$ cat src/pdt_params.svh
`ifndef PDT_PARAMS_SVH
`define PDT_PARAMS_SVH
// ----------------------------------------
// timing
// ----------------------------------------
`define PDT_CLK_NS 8
`define PDT_SEC_NS 1000000000
`define PDT_SEC_CYC (`PDT_SEC_NS / `PDT_CLK_NS)
`define PDT_MISS_NS 1100000000
`define PDT_MISS_CYC (`PDT_MISS_NS / `PDT_CLK_NS)
`define PDT_PULSE_NS 20000
`define PDT_PULSE_CYC ((`PDT_PULSE_NS + `PDT_CLK_NS - 1) / `PDT_CLK_NS)
`define PDT_RESYNC_NS 1000
`define PDT_SYNC_LAT 3
`define PDT_PH_RES_PS 450
// ----------------------------------------
// register offsets
// ----------------------------------------
`define PDT_MODE_OFS 8'h00
`define PDT_TCONST_OFS 8'h04
`define PDT_CABLE_OFS 8'h08
`define PDT_STATUS_OFS 8'h0C
`define PDT_PHASE_OFS 8'h10
`define PDT_STEER_OFS 8'h14
`define PDT_SEC_OFS 8'h18
`define PDT_SEC_ADD_OFS 8'h1C
`define PDT_TOD_QRY_OFS 8'h20
`define PDT_THRESH_OFS 8'h24
`define PDT_CMD_OFS 8'h28
// ----------------------------------------
// fields, resets and limits
// ----------------------------------------
`define PDT_ATUNE_BIT 1
`define PDT_ASYNC_BIT 3
`define PDT_DISC_BIT 4
`define PDT_SYNC_CMD_BIT 0
`define PDT_MODE_RST 16'h0000
`define PDT_TCONST_RST 14'h0064
`define PDT_THRESH_RST 16'h0064
`define PDT_TC_MIN 14'h000A
`define PDT_TC_MAX 14'h2710
`define PDT_COMP_LSB_PS 100
`define PDT_COMP_LIM_PS 100000
`define PDT_COMP_MAX (`PDT_COMP_LIM_PS / `PDT_COMP_LSB_PS)
`define PDT_ADC_MID 12'h0800
`endif

$ cat src/pdt_pkg.sv
package pdt_pkg;
	typedef enum {DS_OFF, DS_INIT, DS_RUN, DS_HOLD} pdt_dsc_type;
	typedef struct packed {
		logic [7:0] addr;
		logic [31:0] wdata;
		logic wr;
		logic rd;
	} pdt_bus_type;
	typedef struct packed {
		logic alarm;
		logic [3:0] status;
	} pdt_lock_type;
endpackage

$ cat src/pdt_top.sv
// Operation
// - measure output versus reference phase each second
// - steer tuning offset, no software clamp
// - mode bit 4 enables disciplining
// - enable and time constant kept non-volatile
// - reset variables, then sync pulse
// - initialize on enable or on lock
// - reference lost: hold, resume without reinit
// - drift over 1 us: resync only
// - disable then enable forces reinitialization
// - report latest phase in whole ns
// - phase is external minus internal
// - state 0 start, 1 settled, 2 holdover
// - autosync and discipline clear each other
// - signed cable compensation, 100 ps, 100 ns
// - compensation applies to previous measurement (a write recomputes the correction from the stored phase, except in a reference-edge cycle)
// - compensation only in steering, raw reported
// - 32-bit seconds count on output edge
// - query answers N+1 at next edge
// - seconds load absolute or add difference
// - analog tuning updated once per second
// - sync aligns divider to reference edge
// - mode bit 3 syncs every reference edge
//
// Local design decisions: strobed register access and the address map.
`timescale 1ns/1ps
`include "pdt_params.svh"
module pdt_top #(
	parameter int unsigned SEC_CYC = `PDT_SEC_CYC,
	parameter int unsigned MISS_CYC = `PDT_MISS_CYC,
	parameter int unsigned ADC_W = 12
) (
	input wire logic i_sys_clk,
	input wire logic i_reset,
	input wire pdt_pkg::pdt_bus_type i_bus,
	output logic [31:0] o_rdata,
	input wire logic i_reference_pulse_in,
	input wire pdt_pkg::pdt_lock_type i_lock,
	input wire logic [ADC_W-1:0] i_tune_adc,
	input wire logic i_nv_disc_en,
	input wire logic [13:0] i_nv_tconst,
	output logic o_output_pulse,
	output logic [31:0] o_tune_offset,
	output logic o_tune_update,
	output logic o_tod_valid,
	output logic [31:0] o_tod_value,
	output logic [1:0] o_discipline_state,
	output logic o_nv_wr,
	output logic o_nv_disc_en,
	output logic [13:0] o_nv_tconst
);
	import pdt_pkg::*;

	// ----------------------------------------
	// register bus decode
	// ----------------------------------------
	logic wr_mode, wr_tc, wr_cab, wr_sec, wr_add, wr_qry, wr_cmd, wr_thr;
	assign wr_mode = i_bus.wr && i_bus.addr == `PDT_MODE_OFS;
	assign wr_tc = i_bus.wr && i_bus.addr == `PDT_TCONST_OFS;
	assign wr_cab = i_bus.wr && i_bus.addr == `PDT_CABLE_OFS;
	assign wr_sec = i_bus.wr && i_bus.addr == `PDT_SEC_OFS;
	assign wr_add = i_bus.wr && i_bus.addr == `PDT_SEC_ADD_OFS;
	assign wr_qry = i_bus.wr && i_bus.addr == `PDT_TOD_QRY_OFS;
	assign wr_cmd = i_bus.wr && i_bus.addr == `PDT_CMD_OFS;
	assign wr_thr = i_bus.wr && i_bus.addr == `PDT_THRESH_OFS;

	// ----------------------------------------
	// input synchronisers
	// ----------------------------------------
	logic [2:0] ref_sq;
	pdt_lock_type lk_a_q, lk_b_q;
	logic lock_prev_q;
	logic ref_edge, locked, lock_rise;
	always_ff @(posedge i_sys_clk) begin
		if (i_reset) begin
			ref_sq <= 3'h0;
			lk_a_q <= '{alarm: 1'b1, status: 4'hF};
			lk_b_q <= '{alarm: 1'b1, status: 4'hF};
			lock_prev_q <= 1'b0;
		end else begin
			ref_sq <= {ref_sq[1:0], i_reference_pulse_in};
			lk_a_q <= i_lock;
			lk_b_q <= lk_a_q;
			lock_prev_q <= locked;
		end
	end
	assign ref_edge = ref_sq[1] & ~ref_sq[2];
	assign locked = ~lk_b_q.alarm && lk_b_q.status == 4'h0;
	assign lock_rise = locked & ~lock_prev_q;

	// ----------------------------------------
	// mode, time constant, compensation
	// ----------------------------------------
	logic [15:0] mode_q, thr_q;
	logic [13:0] tc_q;
	logic signed [15:0] comp_q;
	logic nv_ld_q, sync_arm_q;
	logic disc_en, async_en, sync_now;
	logic signed [31:0] wsig;
	assign wsig = $signed(i_bus.wdata);
	assign disc_en = mode_q[`PDT_DISC_BIT];
	assign async_en = mode_q[`PDT_ASYNC_BIT];
	always_ff @(posedge i_sys_clk) begin
		if (i_reset) begin
			mode_q <= `PDT_MODE_RST;
			tc_q <= `PDT_TCONST_RST;
			nv_ld_q <= 1'b0;
			o_nv_wr <= 1'b0;
		end else begin
			nv_ld_q <= 1'b1;
			o_nv_wr <= 1'b0;
			// settings restored one cycle after reset release
			if (!nv_ld_q) begin
				mode_q[`PDT_DISC_BIT] <= i_nv_disc_en;
				if (i_nv_tconst >= `PDT_TC_MIN && i_nv_tconst <= `PDT_TC_MAX) begin
					tc_q <= i_nv_tconst;
				end
			end else if (wr_mode) begin
				mode_q <= i_bus.wdata[15:0];
				o_nv_wr <= 1'b1;
				if (i_bus.wdata[`PDT_DISC_BIT] && !disc_en) begin
					mode_q[`PDT_ASYNC_BIT] <= 1'b0;
				end else if (i_bus.wdata[`PDT_ASYNC_BIT] && !async_en) begin
					mode_q[`PDT_DISC_BIT] <= 1'b0;
				end
			end else if (wr_tc) begin
				// out-of-range value is dropped, old one kept
				if (i_bus.wdata[31:0] >= 32'(`PDT_TC_MIN)
						&& i_bus.wdata[31:0] <= 32'(`PDT_TC_MAX)) begin
					tc_q <= i_bus.wdata[13:0];
					o_nv_wr <= 1'b1;
				end
			end
		end
	end
	assign o_nv_disc_en = mode_q[`PDT_DISC_BIT];
	assign o_nv_tconst = tc_q;

	always_ff @(posedge i_sys_clk) begin
		if (i_reset) begin
			comp_q <= 16'sh0000;
			thr_q <= `PDT_THRESH_RST;
		end else begin
			if (wr_cab) begin
				if (wsig > `PDT_COMP_MAX) begin
					comp_q <= 16'(`PDT_COMP_MAX);
				end else if (wsig < -`PDT_COMP_MAX) begin
					comp_q <= 16'(-`PDT_COMP_MAX);
				end else begin
					comp_q <= wsig[15:0];
				end
			end
			if (wr_thr) begin
				thr_q <= i_bus.wdata[15:0];
			end
		end
	end

	// ----------------------------------------
	// output pulse divider
	// ----------------------------------------
	pdt_dsc_type ds_q;
	logic [31:0] cnt_q, cnt_d;
	logic tick, hold_resync;
	logic signed [31:0] pc_w, pn_w;
	assign sync_now = ref_edge
		& (async_en | sync_arm_q | ds_q == DS_INIT | hold_resync);
	always_comb begin
		if (sync_now) begin
			// detection lag folded in so the edge lands on the reference
			cnt_d = 32'(`PDT_SYNC_LAT);
		end else if (cnt_q == 32'(SEC_CYC - 1)) begin
			cnt_d = 32'h0000_0000;
		end else begin
			cnt_d = cnt_q + 32'h0000_0001;
		end
	end
	assign tick = cnt_d < 32'(`PDT_PULSE_CYC) && !o_output_pulse;
	always_ff @(posedge i_sys_clk) begin
		if (i_reset) begin
			cnt_q <= 32'h0000_0000;
			o_output_pulse <= 1'b0;
		end else begin
			cnt_q <= cnt_d;
			o_output_pulse <= cnt_d < 32'(`PDT_PULSE_CYC);
		end
	end

	always_ff @(posedge i_sys_clk) begin
		if (i_reset) begin
			sync_arm_q <= 1'b0;
		end else if (wr_cmd && i_bus.wdata[`PDT_SYNC_CMD_BIT]) begin
			sync_arm_q <= 1'b1;
		end else if (ref_edge) begin
			sync_arm_q <= 1'b0;
		end
	end

	// ----------------------------------------
	// phase meter
	// ----------------------------------------
	// resolution is one clock period, coarser than the analog meter
	always_comb begin
		pc_w = $signed(cnt_q) - 32'sd2;
		if (pc_w >= $signed(32'(SEC_CYC / 2))) begin
			pc_w = pc_w - $signed(32'(SEC_CYC));
		end
		pn_w = 32'(pc_w * `PDT_CLK_NS);
	end
	assign hold_resync = ds_q == DS_HOLD
		&& (pn_w > `PDT_RESYNC_NS || pn_w < -`PDT_RESYNC_NS);

	logic signed [31:0] ph_q, corr_q;
	logic meas_q;
	always_ff @(posedge i_sys_clk) begin
		if (i_reset) begin
			ph_q <= 32'sh0000_0000;
			corr_q <= 32'sh0000_0000;
			meas_q <= 1'b0;
		end else begin
			// a measurement taken across a sync is not steered on
			meas_q <= ref_edge & ~sync_now;
			if (ref_edge) begin
				ph_q <= pn_w;
				corr_q <= 32'(pn_w * 10) + 32'(comp_q);
			end else if (wr_cab) begin
				corr_q <= 32'(ph_q * 10) + 32'(comp_q);
			end
		end
	end

	// ----------------------------------------
	// reference watchdog
	// ----------------------------------------
	logic [31:0] miss_q;
	logic miss;
	assign miss = miss_q == 32'(MISS_CYC);
	always_ff @(posedge i_sys_clk) begin
		if (i_reset || ref_edge) begin
			miss_q <= 32'h0000_0000;
		end else if (!miss) begin
			miss_q <= miss_q + 32'h0000_0001;
		end
	end

	// ----------------------------------------
	// discipline control
	// ----------------------------------------
	always_ff @(posedge i_sys_clk) begin
		if (i_reset || !disc_en) begin
			ds_q <= DS_OFF;
		end else if (lock_rise) begin
			ds_q <= DS_INIT;
		end else begin
			unique case (ds_q)
				DS_OFF: begin
					ds_q <= DS_INIT;
				end
				DS_INIT: begin
					if (ref_edge) begin
						ds_q <= DS_RUN;
					end
				end
				DS_RUN: begin
					if (miss) begin
						ds_q <= DS_HOLD;
					end
				end
				DS_HOLD: begin
					if (ref_edge) begin
						ds_q <= DS_RUN;
					end
				end
			endcase
		end
	end

	// ----------------------------------------
	// steering
	// ----------------------------------------
	logic signed [31:0] integ_q, steer_q, p_w, tcs;
	assign tcs = $signed({18'h0_0000, tc_q});
	assign p_w = -corr_q / tcs;
	always_ff @(posedge i_sys_clk) begin
		if (i_reset || ds_q == DS_INIT) begin
			integ_q <= 32'sh0000_0000;
			steer_q <= 32'sh0000_0000;
		end else if (meas_q && ds_q == DS_RUN) begin
			// unbounded on purpose, only the word width limits it
			integ_q <= integ_q + p_w / tcs;
			steer_q <= integ_q + p_w;
		end
	end

	// ----------------------------------------
	// settled indicator
	// ----------------------------------------
	logic [15:0] ok_q;
	logic settled;
	assign settled = 17'(ok_q) >= 17'({tc_q, 1'b0});
	always_ff @(posedge i_sys_clk) begin
		if (i_reset || ds_q != DS_RUN) begin
			ok_q <= 16'h0000;
		end else if (meas_q) begin
			if (ph_q < $signed({16'h0000, thr_q})
					&& ph_q > -$signed({16'h0000, thr_q})) begin
				if (!settled) begin
					ok_q <= ok_q + 16'h0001;
				end
			end else begin
				ok_q <= 16'h0000;
			end
		end
	end
	always_ff @(posedge i_sys_clk) begin
		if (i_reset) begin
			o_discipline_state <= 2'h0;
		end else if (ds_q == DS_HOLD) begin
			o_discipline_state <= 2'h2;
		end else if (settled && ds_q == DS_RUN) begin
			o_discipline_state <= 2'h1;
		end else begin
			o_discipline_state <= 2'h0;
		end
	end

	// ----------------------------------------
	// tuning output
	// ----------------------------------------
	// sample taken at the edge itself, so the analog term never lags a second
	logic signed [31:0] atune_w;
	always_comb begin
		if (mode_q[`PDT_ATUNE_BIT]) begin
			atune_w = 32'($signed({1'b0, i_tune_adc})
				- $signed({1'b0, `PDT_ADC_MID}));
		end else begin
			atune_w = 32'sh0000_0000;
		end
	end
	always_ff @(posedge i_sys_clk) begin
		if (i_reset) begin
			o_tune_offset <= 32'h0000_0000;
			o_tune_update <= 1'b0;
		end else begin
			o_tune_update <= tick;
			if (tick) begin
				o_tune_offset <= steer_q + atune_w;
			end
		end
	end

	// ----------------------------------------
	// seconds counter
	// ----------------------------------------
	logic [31:0] sec_q, sec_d, sec_base;
	logic qry_q;
	always_comb begin
		if (wr_sec) begin
			sec_base = i_bus.wdata;
		end else if (wr_add) begin
			sec_base = sec_q + i_bus.wdata;
		end else begin
			sec_base = sec_q;
		end
		sec_d = sec_base + {31'h0000_0000, tick};
	end
	always_ff @(posedge i_sys_clk) begin
		if (i_reset) begin
			sec_q <= 32'h0000_0000;
			qry_q <= 1'b0;
			o_tod_valid <= 1'b0;
			o_tod_value <= 32'h0000_0000;
		end else begin
			sec_q <= sec_d;
			o_tod_valid <= tick & qry_q;
			if (tick & qry_q) begin
				o_tod_value <= sec_d;
			end
			if (wr_qry) begin
				qry_q <= 1'b1;
			end else if (tick) begin
				qry_q <= 1'b0;
			end
		end
	end

	// ----------------------------------------
	// read back
	// ----------------------------------------
	always_ff @(posedge i_sys_clk) begin
		if (i_reset || !i_bus.rd) begin
			o_rdata <= 32'h0000_0000;
		end else begin
			unique case (i_bus.addr)
				`PDT_MODE_OFS: o_rdata <= {16'h0000, mode_q};
				`PDT_TCONST_OFS: o_rdata <= {18'h0_0000, tc_q};
				`PDT_CABLE_OFS: o_rdata <= 32'(comp_q);
				`PDT_STATUS_OFS: o_rdata <= {26'h000_0000, sync_arm_q, locked,
					~miss, ds_q == DS_HOLD, o_discipline_state};
				`PDT_PHASE_OFS: o_rdata <= disc_en ? ph_q : 32'h0000_0000;
				`PDT_STEER_OFS: o_rdata <= o_tune_offset;
				`PDT_SEC_OFS: o_rdata <= sec_q;
				`PDT_THRESH_OFS: o_rdata <= {16'h0000, thr_q};
				default: o_rdata <= 32'h0000_0000;
			endcase
		end
	end
endmodule

$ cat config.mk
export PLATFORM = sky130hd
export DESIGN_NAME = pdt_top
export DESIGN_NICKNAME = d
export VERILOG_FILES = /design/src/pdt_pkg.sv /design/src/pdt_top.sv
export VERILOG_INCLUDE_DIRS = /design/src
export SDC_FILE = /design/constraint.sdc
export NUM_CORES = 2
export LEC_CHECK = 0
export BUFFER_PORTS_ARGS = -buffer_cell sky130_fd_sc_hd__clkbuf_2
export CAP_MARGIN = 40
export CORE_MARGIN = 2
export CORE_UTILIZATION = 25
export DETAILED_ROUTE_END_ITERATION = 8
export GPL_TIMING_DRIVEN = 0
export MAX_ROUTING_LAYER = met4
export PLACE_DENSITY = 0.36
export REMOVE_ABC_BUFFERS = 1
export SETUP_SLACK_MARGIN = 0.05
export SLEW_MARGIN = 20
export SYNTH_ARGS = -nofsm -noshare
export SYNTH_HDL_FRONTEND = slang
export SYNTH_SLANG_ARGS = --single-unit
$ cat constraint.sdc
create_clock -name i_sys_clk -period 227.7 [get_ports i_sys_clk]
set_input_delay 22.77 -clock i_sys_clk [delete_from_list [all_inputs] [get_ports i_sys_clk]]
set_output_delay 22.77 -clock i_sys_clk [all_outputs]
set_load 0.01 [all_outputs]
**Word-level counts from Yosys, hierarchy flattened**

Index checks and enable logic that the tools add are counted.
W data, S select, Z words.

- Add/subtract/negate cells: 15
- $mul: 2
- Divide/modulo/power cells: 2
- $lt $le $gt $ge: 13
- Eq/ne operators: 28
- Muxes and demuxes: 38
- Bitwise logic cells: 14
- Reductions and logical operators: 45

Operator list:

| kind | count |
|---|---|
| $mux W32 | 10 |
| $pmux W32 S8 | 1 |
| $add A32 B32 Y32 | 4 |
| $eq A32 B2 Y1 const B | 3 |
| $pmux W32 S3 | 1 |
| $mux W14 | 5 |
| $add A32 B1 Y32 const B | 2 |
| $add A32 B16 Y32 | 2 |
| $div A32 B15 Y32 | 2 |
| $eq A32 B3 Y1 const B | 2 |
| $gt A32 B11 Y1 const B | 2 |
| $lt A32 B11 Y1 const B | 2 |
| $mux W16 | 4 |
| $mul A29 B4 Y28 const B | 2 |
| $add A32 B1 Y32 | 1 |
| $eq A32 B1 Y1 const B | 1 |
| $eq A32 B27 Y1 const B | 1 |
| $eq A32 B28 Y1 const B | 1 |
| $eq A8 B5 Y1 const B | 4 |
| $ge A32 B27 Y1 const B | 1 |
| $ge A32 B4 Y1 const B | 1 |
| $gt A32 B32 Y1 | 1 |
| $le A32 B14 Y1 const B | 1 |
| $logic_not A32 Y1 | 1 |
| other kinds (35) | 102 |

- Register bits after elaboration: 451
- Bits of input ports: 77
- Output and inout port bits: 117
- Word-level logic and storage cells: 191

**Logic depth before layout (Yosys ltp)**

- Word-level depth: 13
- Mapped depth: 1167
- Gate-level depth less buffers: 1090

**Worst setup path before layout**

Ideal clock, no wire load.

- Path type: flip-flop to flip-flop
- From: register corr_q[0]
- To: register integ_q[31]
- Setup time: 70 ps
- Data arrival time: 208209 ps
- Data required time: 227630 ps
- Setup slack: 19421 ps
- Cell stages (with the launch flop): 1131
- Buffers on the path: 92
- Period minus slack after synthesis: 208279 ps
- Path through: dfxtp_1 -> buf_6 -> or4_1 -> buf_4 -> or4_4 -> buf_6 -> buf_6 -> nor4_1 -> a2bb2oi_2 -> nor4_1 -> and3_1 -> ha_1 -> nor2_1 -> or3_1 -> clkbuf_1 -> nand2_1 -> o21ai_0 -> ha_1 -> [1095 not listed] -> a21oi_1 -> o21bai_1 -> a21oi_1 -> o21bai_1 -> a21oi_1 -> o21bai_1 -> a21oi_1 -> nor2b_1 -> o21ai_0 -> nand2b_1 -> a21o_1 -> a21o_1 -> a21o_1 -> a21oi_1 -> xnor2_1 -> xnor2_1 -> or3_1 -> a21oi_1

- Word-level cells in the longest chain between the ends: 4

RTL lines:

| element | RTL line | RTL |
|---|---|---|
| from (decl) | pdt_top.sv:213 | `logic signed [31:0] ph_q, corr_q;` |
| from (signal assigned) | pdt_top.sv:225 | `corr_q <= 32'(pn_w * 10) + 32'(comp_q);` |
| from (signal assigned) | pdt_top.sv:227 | `corr_q <= 32'(ph_q * 10) + 32'(comp_q);` |
| $neg A32 Y32 | pdt_top.sv:283 | `assign p_w = -corr_q / tcs;` |
| $div A32 B15 Y32 | pdt_top.sv:283 |  |
| $div A32 B15 Y32 | pdt_top.sv:290 | `integ_q <= integ_q + p_w / tcs;` |
| $add A32 B32 Y32 | pdt_top.sv:290 |  |
| to (signal assigned) | pdt_top.sv:290 |  |
| to (decl) | pdt_top.sv:281 | `logic signed [31:0] integ_q, steer_q, p_w, tcs;` |

Every way passes these cells.
A chain may end at the register's enable or synchronous reset.

==> flow_summary_export.csv <==
group,metric,value,unit
status,status,"completed",
cts,cts_buffers,57,
drt,met2WireLength,153000,um
worst_setup_path,setup.worst_path.class,"flop to flop",
placed_design,dp_hpwl,266000,um
placed_design,place_area,83100,um2
worst_setup_path,worstSetupStartpointType,"flop",
global_routing,grt_use_total,0.209,
hold_path,hp-class,"flop to flop",
drt,ant_nets,0,
floorplanning,dieWidth,557,um
global_routing,grt-ovfl-total,0,
logic_synthesis,netlist_instances,10677,
global_routing,grt_pass1_vias,77384,
floorplanning,dieHeight,557,um
drt,totalWireLength,330000,um
cts,cts_root_buffer,"clkbuf_16",
drt,drc_errors,0,
cts,hold_buffers,0,
sta,hold_viol_final,0,
global_routing,grt_first_pass_wirelength,492000,um
logic_synthesis,synth-seq-area-share,0.110,
final_layout,fin_nets,12032,
cts,cts_sinks,421,
worst_setup_path,cp_slowest_stage_delay,660,ps
drt,via_count,80773,
cts,insertion_delay,700,ps
cts,htree_levels,2,
sta,worstMarginPinSlew,944,ps
worst_setup_path,cp_common_cell,"o21a_1",
floorplanning,rows,203,
sta,relSlewSlack,0.366,
cts,cts_buffer_depth,3,
sta,finalCritPeriodShare,0.937,
logic_synthesis,synth_top_area_share,0.170,
drt,drt_first_pass_iters,8,
logic_synthesis,yosysWarnings,0,
floorplanning,coreArea,305000,um2
logic_synthesis,netlist_area,76500,um2
logic_synthesis,synth_area_leaders,"ha_1, dfxtp_1, xnor2_1, a21oi_1, nor2_1",
logic_synthesis,ys_ff_latch,421,
floorplanning,die_area,311000,um2
final_layout,area.growth.synth_to_final,16.0,%
placed_design,place.port_buffers,193,
drt,drt-wirelength-per-cell,21.9,um
worst_setup_path,crit_path_end_kind,"flop",
sta,post-route-worst-setup-slack,14310,ps
global_routing,grt_max_degree,101,
drt,vias_per_cell,5.36,
final_layout,drive_gt1_frac,0.133,
sta,fin_crit,213390,ps
final_layout,fin_area,88800,um2
drt,wl_met3,11400,um
logic_synthesis,synth_largest_area_cell,"ha_1",
placed_design,pre_cts_slack,-22720,ps
logic_synthesis,synth_area_per_cell,7.17,um2
global_routing,antenna_found_initial,11,
floorplanning,initial_utilization,0.251,
sta,skew,78.6,ps
logic_synthesis,synthArstFlopShare,0,
sta,setup_viol,0,
cts,cts_tree,"done",
sta,slew_viol_final,0,
placed_design,place.gp.congestion,0.899,
run,maxCapViolCount,0,
worst_setup_path,crit_fanout,22,
floorplanning,io_pins,194,
drt,drt_iter0_drc,5264,
sta,clock.fmax,4.69,MHz
cts,clkTransAtPathRegs,60,ps
worst_setup_path,worst_path_max_delay_cell,"or4_4",
logic_synthesis,ys_types,161,
logic_synthesis,synth_ff_type,"dfxtp_1",
drt,top_layer,"met4",
drt,met1Wirelength,160000,um
worst_setup_path,worstPathRequired,228330,ps
worst_setup_path,cp.arrival,214020,ps
logic_synthesis,synth_edf_count,0,
==> critical path, delay by kind of cell, from the launching register on <==
family                   cells  cell delay, ps
multiplexers                13            3430
XOR/XNOR                     3             620
AND/OR/NAND/NOR            234           43850
flip-flops                   1             410
buffers and inverters       62            8310
adder cells (fa/ha/maj)     56           16330
AO/OA/AOI/OAI              485           95880
==> cells by family after synthesis <==
kind of cell,synth area share
AOI/OAI and AO/OA,0.289
xor gates and xnor gates,0.0877
adders and majority gates,0.172
buffers and inverters,0.0452
DFF,0.110
muxes,0.0323
and+or+nand+nor,0.264
==> synth_stat cells, types with 28 or more instances <==
cell type  count
nor2_1      1122
nand2_1     1080
ha_1        1041
a21oi_1      899
nor3_1       605
xnor2_1      550
o21a_1       465
o21ai_0      427
dfxtp_1      421
inv_1        395
clkbuf_1     274
o31ai_1      262
nand3_1      217
xor2_1       211
a21o_1       145
mux2_2       137
nand4_1      133
nand2b_1     126
or3_1        125
o21bai_1     123
a31oi_1      121
and2_1       116
nor2b_1      111
a211oi_1     104
nor4_1        90
and3_1        89
o211ai_1      84
mux2i_1       83
or2_2         83
a22oi_1       45
o21ai_1       45
buf_4         40
or4_1         37
nor3b_1       34
and4_1        32
a221oi_1      31
a211o_1       30
buf_1         30
buf_6         30
o22ai_1       30
o211a_1       28
==> placed cells by master, fill, tap and decap left out, types with 97 or more instances in the layout <==
cell / netlist / layout
o31ai_1: 262 / 258
a211oi_1: 104 / 97
xor2_1: 211 / 210
or3_1: 125 / 119
a21o_1: 145 / 143
buf_4: 40 / 253
o21a_1: 465 / 462
o21bai_1: 123 / 120
a21oi_1: 899 / 835
and2_1: 116 / 109
nor2b_1: 111 / 101
inv_1: 395 / 377
mux2_2: 137 / 136
nor2_1: 1122 / 1069
nand2_1: 1080 / 1055
nand4_1: 133 / 133
o21ai_0: 427 / 391
nand3_1: 217 / 206
nor3_1: 605 / 588
nand2b_1: 126 / 124
ha_1: 1041 / 1038
clkbuf_2: 2 / 195
dfxtp_1: 421 / 419
a31oi_1: 121 / 116
xnor2_1: 550 / 537
==> state kept, by name, summed over array words and instances (netlist names), 29 cells and up <==
name,cells
cnt_q,32
corr_q,32
integ_q,32
miss_q,32
o_rdata,32
o_tod_value,32
o_tune_offset,32
ph_q,29
sec_q,32
steer_q,32
==> per-layer routing <==
layer | up-vias | GRT usage
met5 | - | -
met4 | 0 | 0.0351
met3 | 269 | 0.0124
met2 | 1645 | 0.345
met1 | 38845 | 0.284
li1 | 40014 | -
==> layout make-up <==
cell class                      instances  area [um2]
Multi-Input combinational cell       9458       66900
Clock buffer                           72        1580
Sequential cell                       421        8430
Antenna cell                            5        12.5
Fill cell                           33373      216000
Clock inverter                         35         514
Tap cell                             4100        5130
Inverter                              402        1580
Timing Repair Buffer                  567        4630
==> worst paths after layout <==
check / from / endpoint / slack, ps / cells past startpoint
worst min register to register: lk_a_q[0] / lk_b_q[0] / 410 / 1
worst max register to register: corr_q[0] / integ_q[31] / 14310 / 1083
worst min-delay path: lk_a_q[0] / lk_b_q[0] / 410 / 1
worst max-delay path: corr_q[0] / integ_q[31] / 14310 / 853
==> per-stage QoR <==
stage          utilization   TNS, ps  hold slack, ps  std cells
2_1_floorplan            -         0             389      10271
3_3_place_gp         0.264  -1738390             391      14564
3_5_place_dp         0.272   -625480             396      14710
4_1_cts              0.283         0             406      14869
5_1_grt              0.291      -845             416      15055
6_report             0.291         0             405      15060
==> what timing repair did <==
action / in CTS / in global routing
pin swaps: 27 / 75
setup endpoints to repair: 32 / 32
gates resized for setup: 157 / 265
gates cloned: 4 / 6
setup buffers: 48 / 158
Power is not shown: default switching activity piles up to over one toggle a cycle in this logic, so the estimate is an artifact.
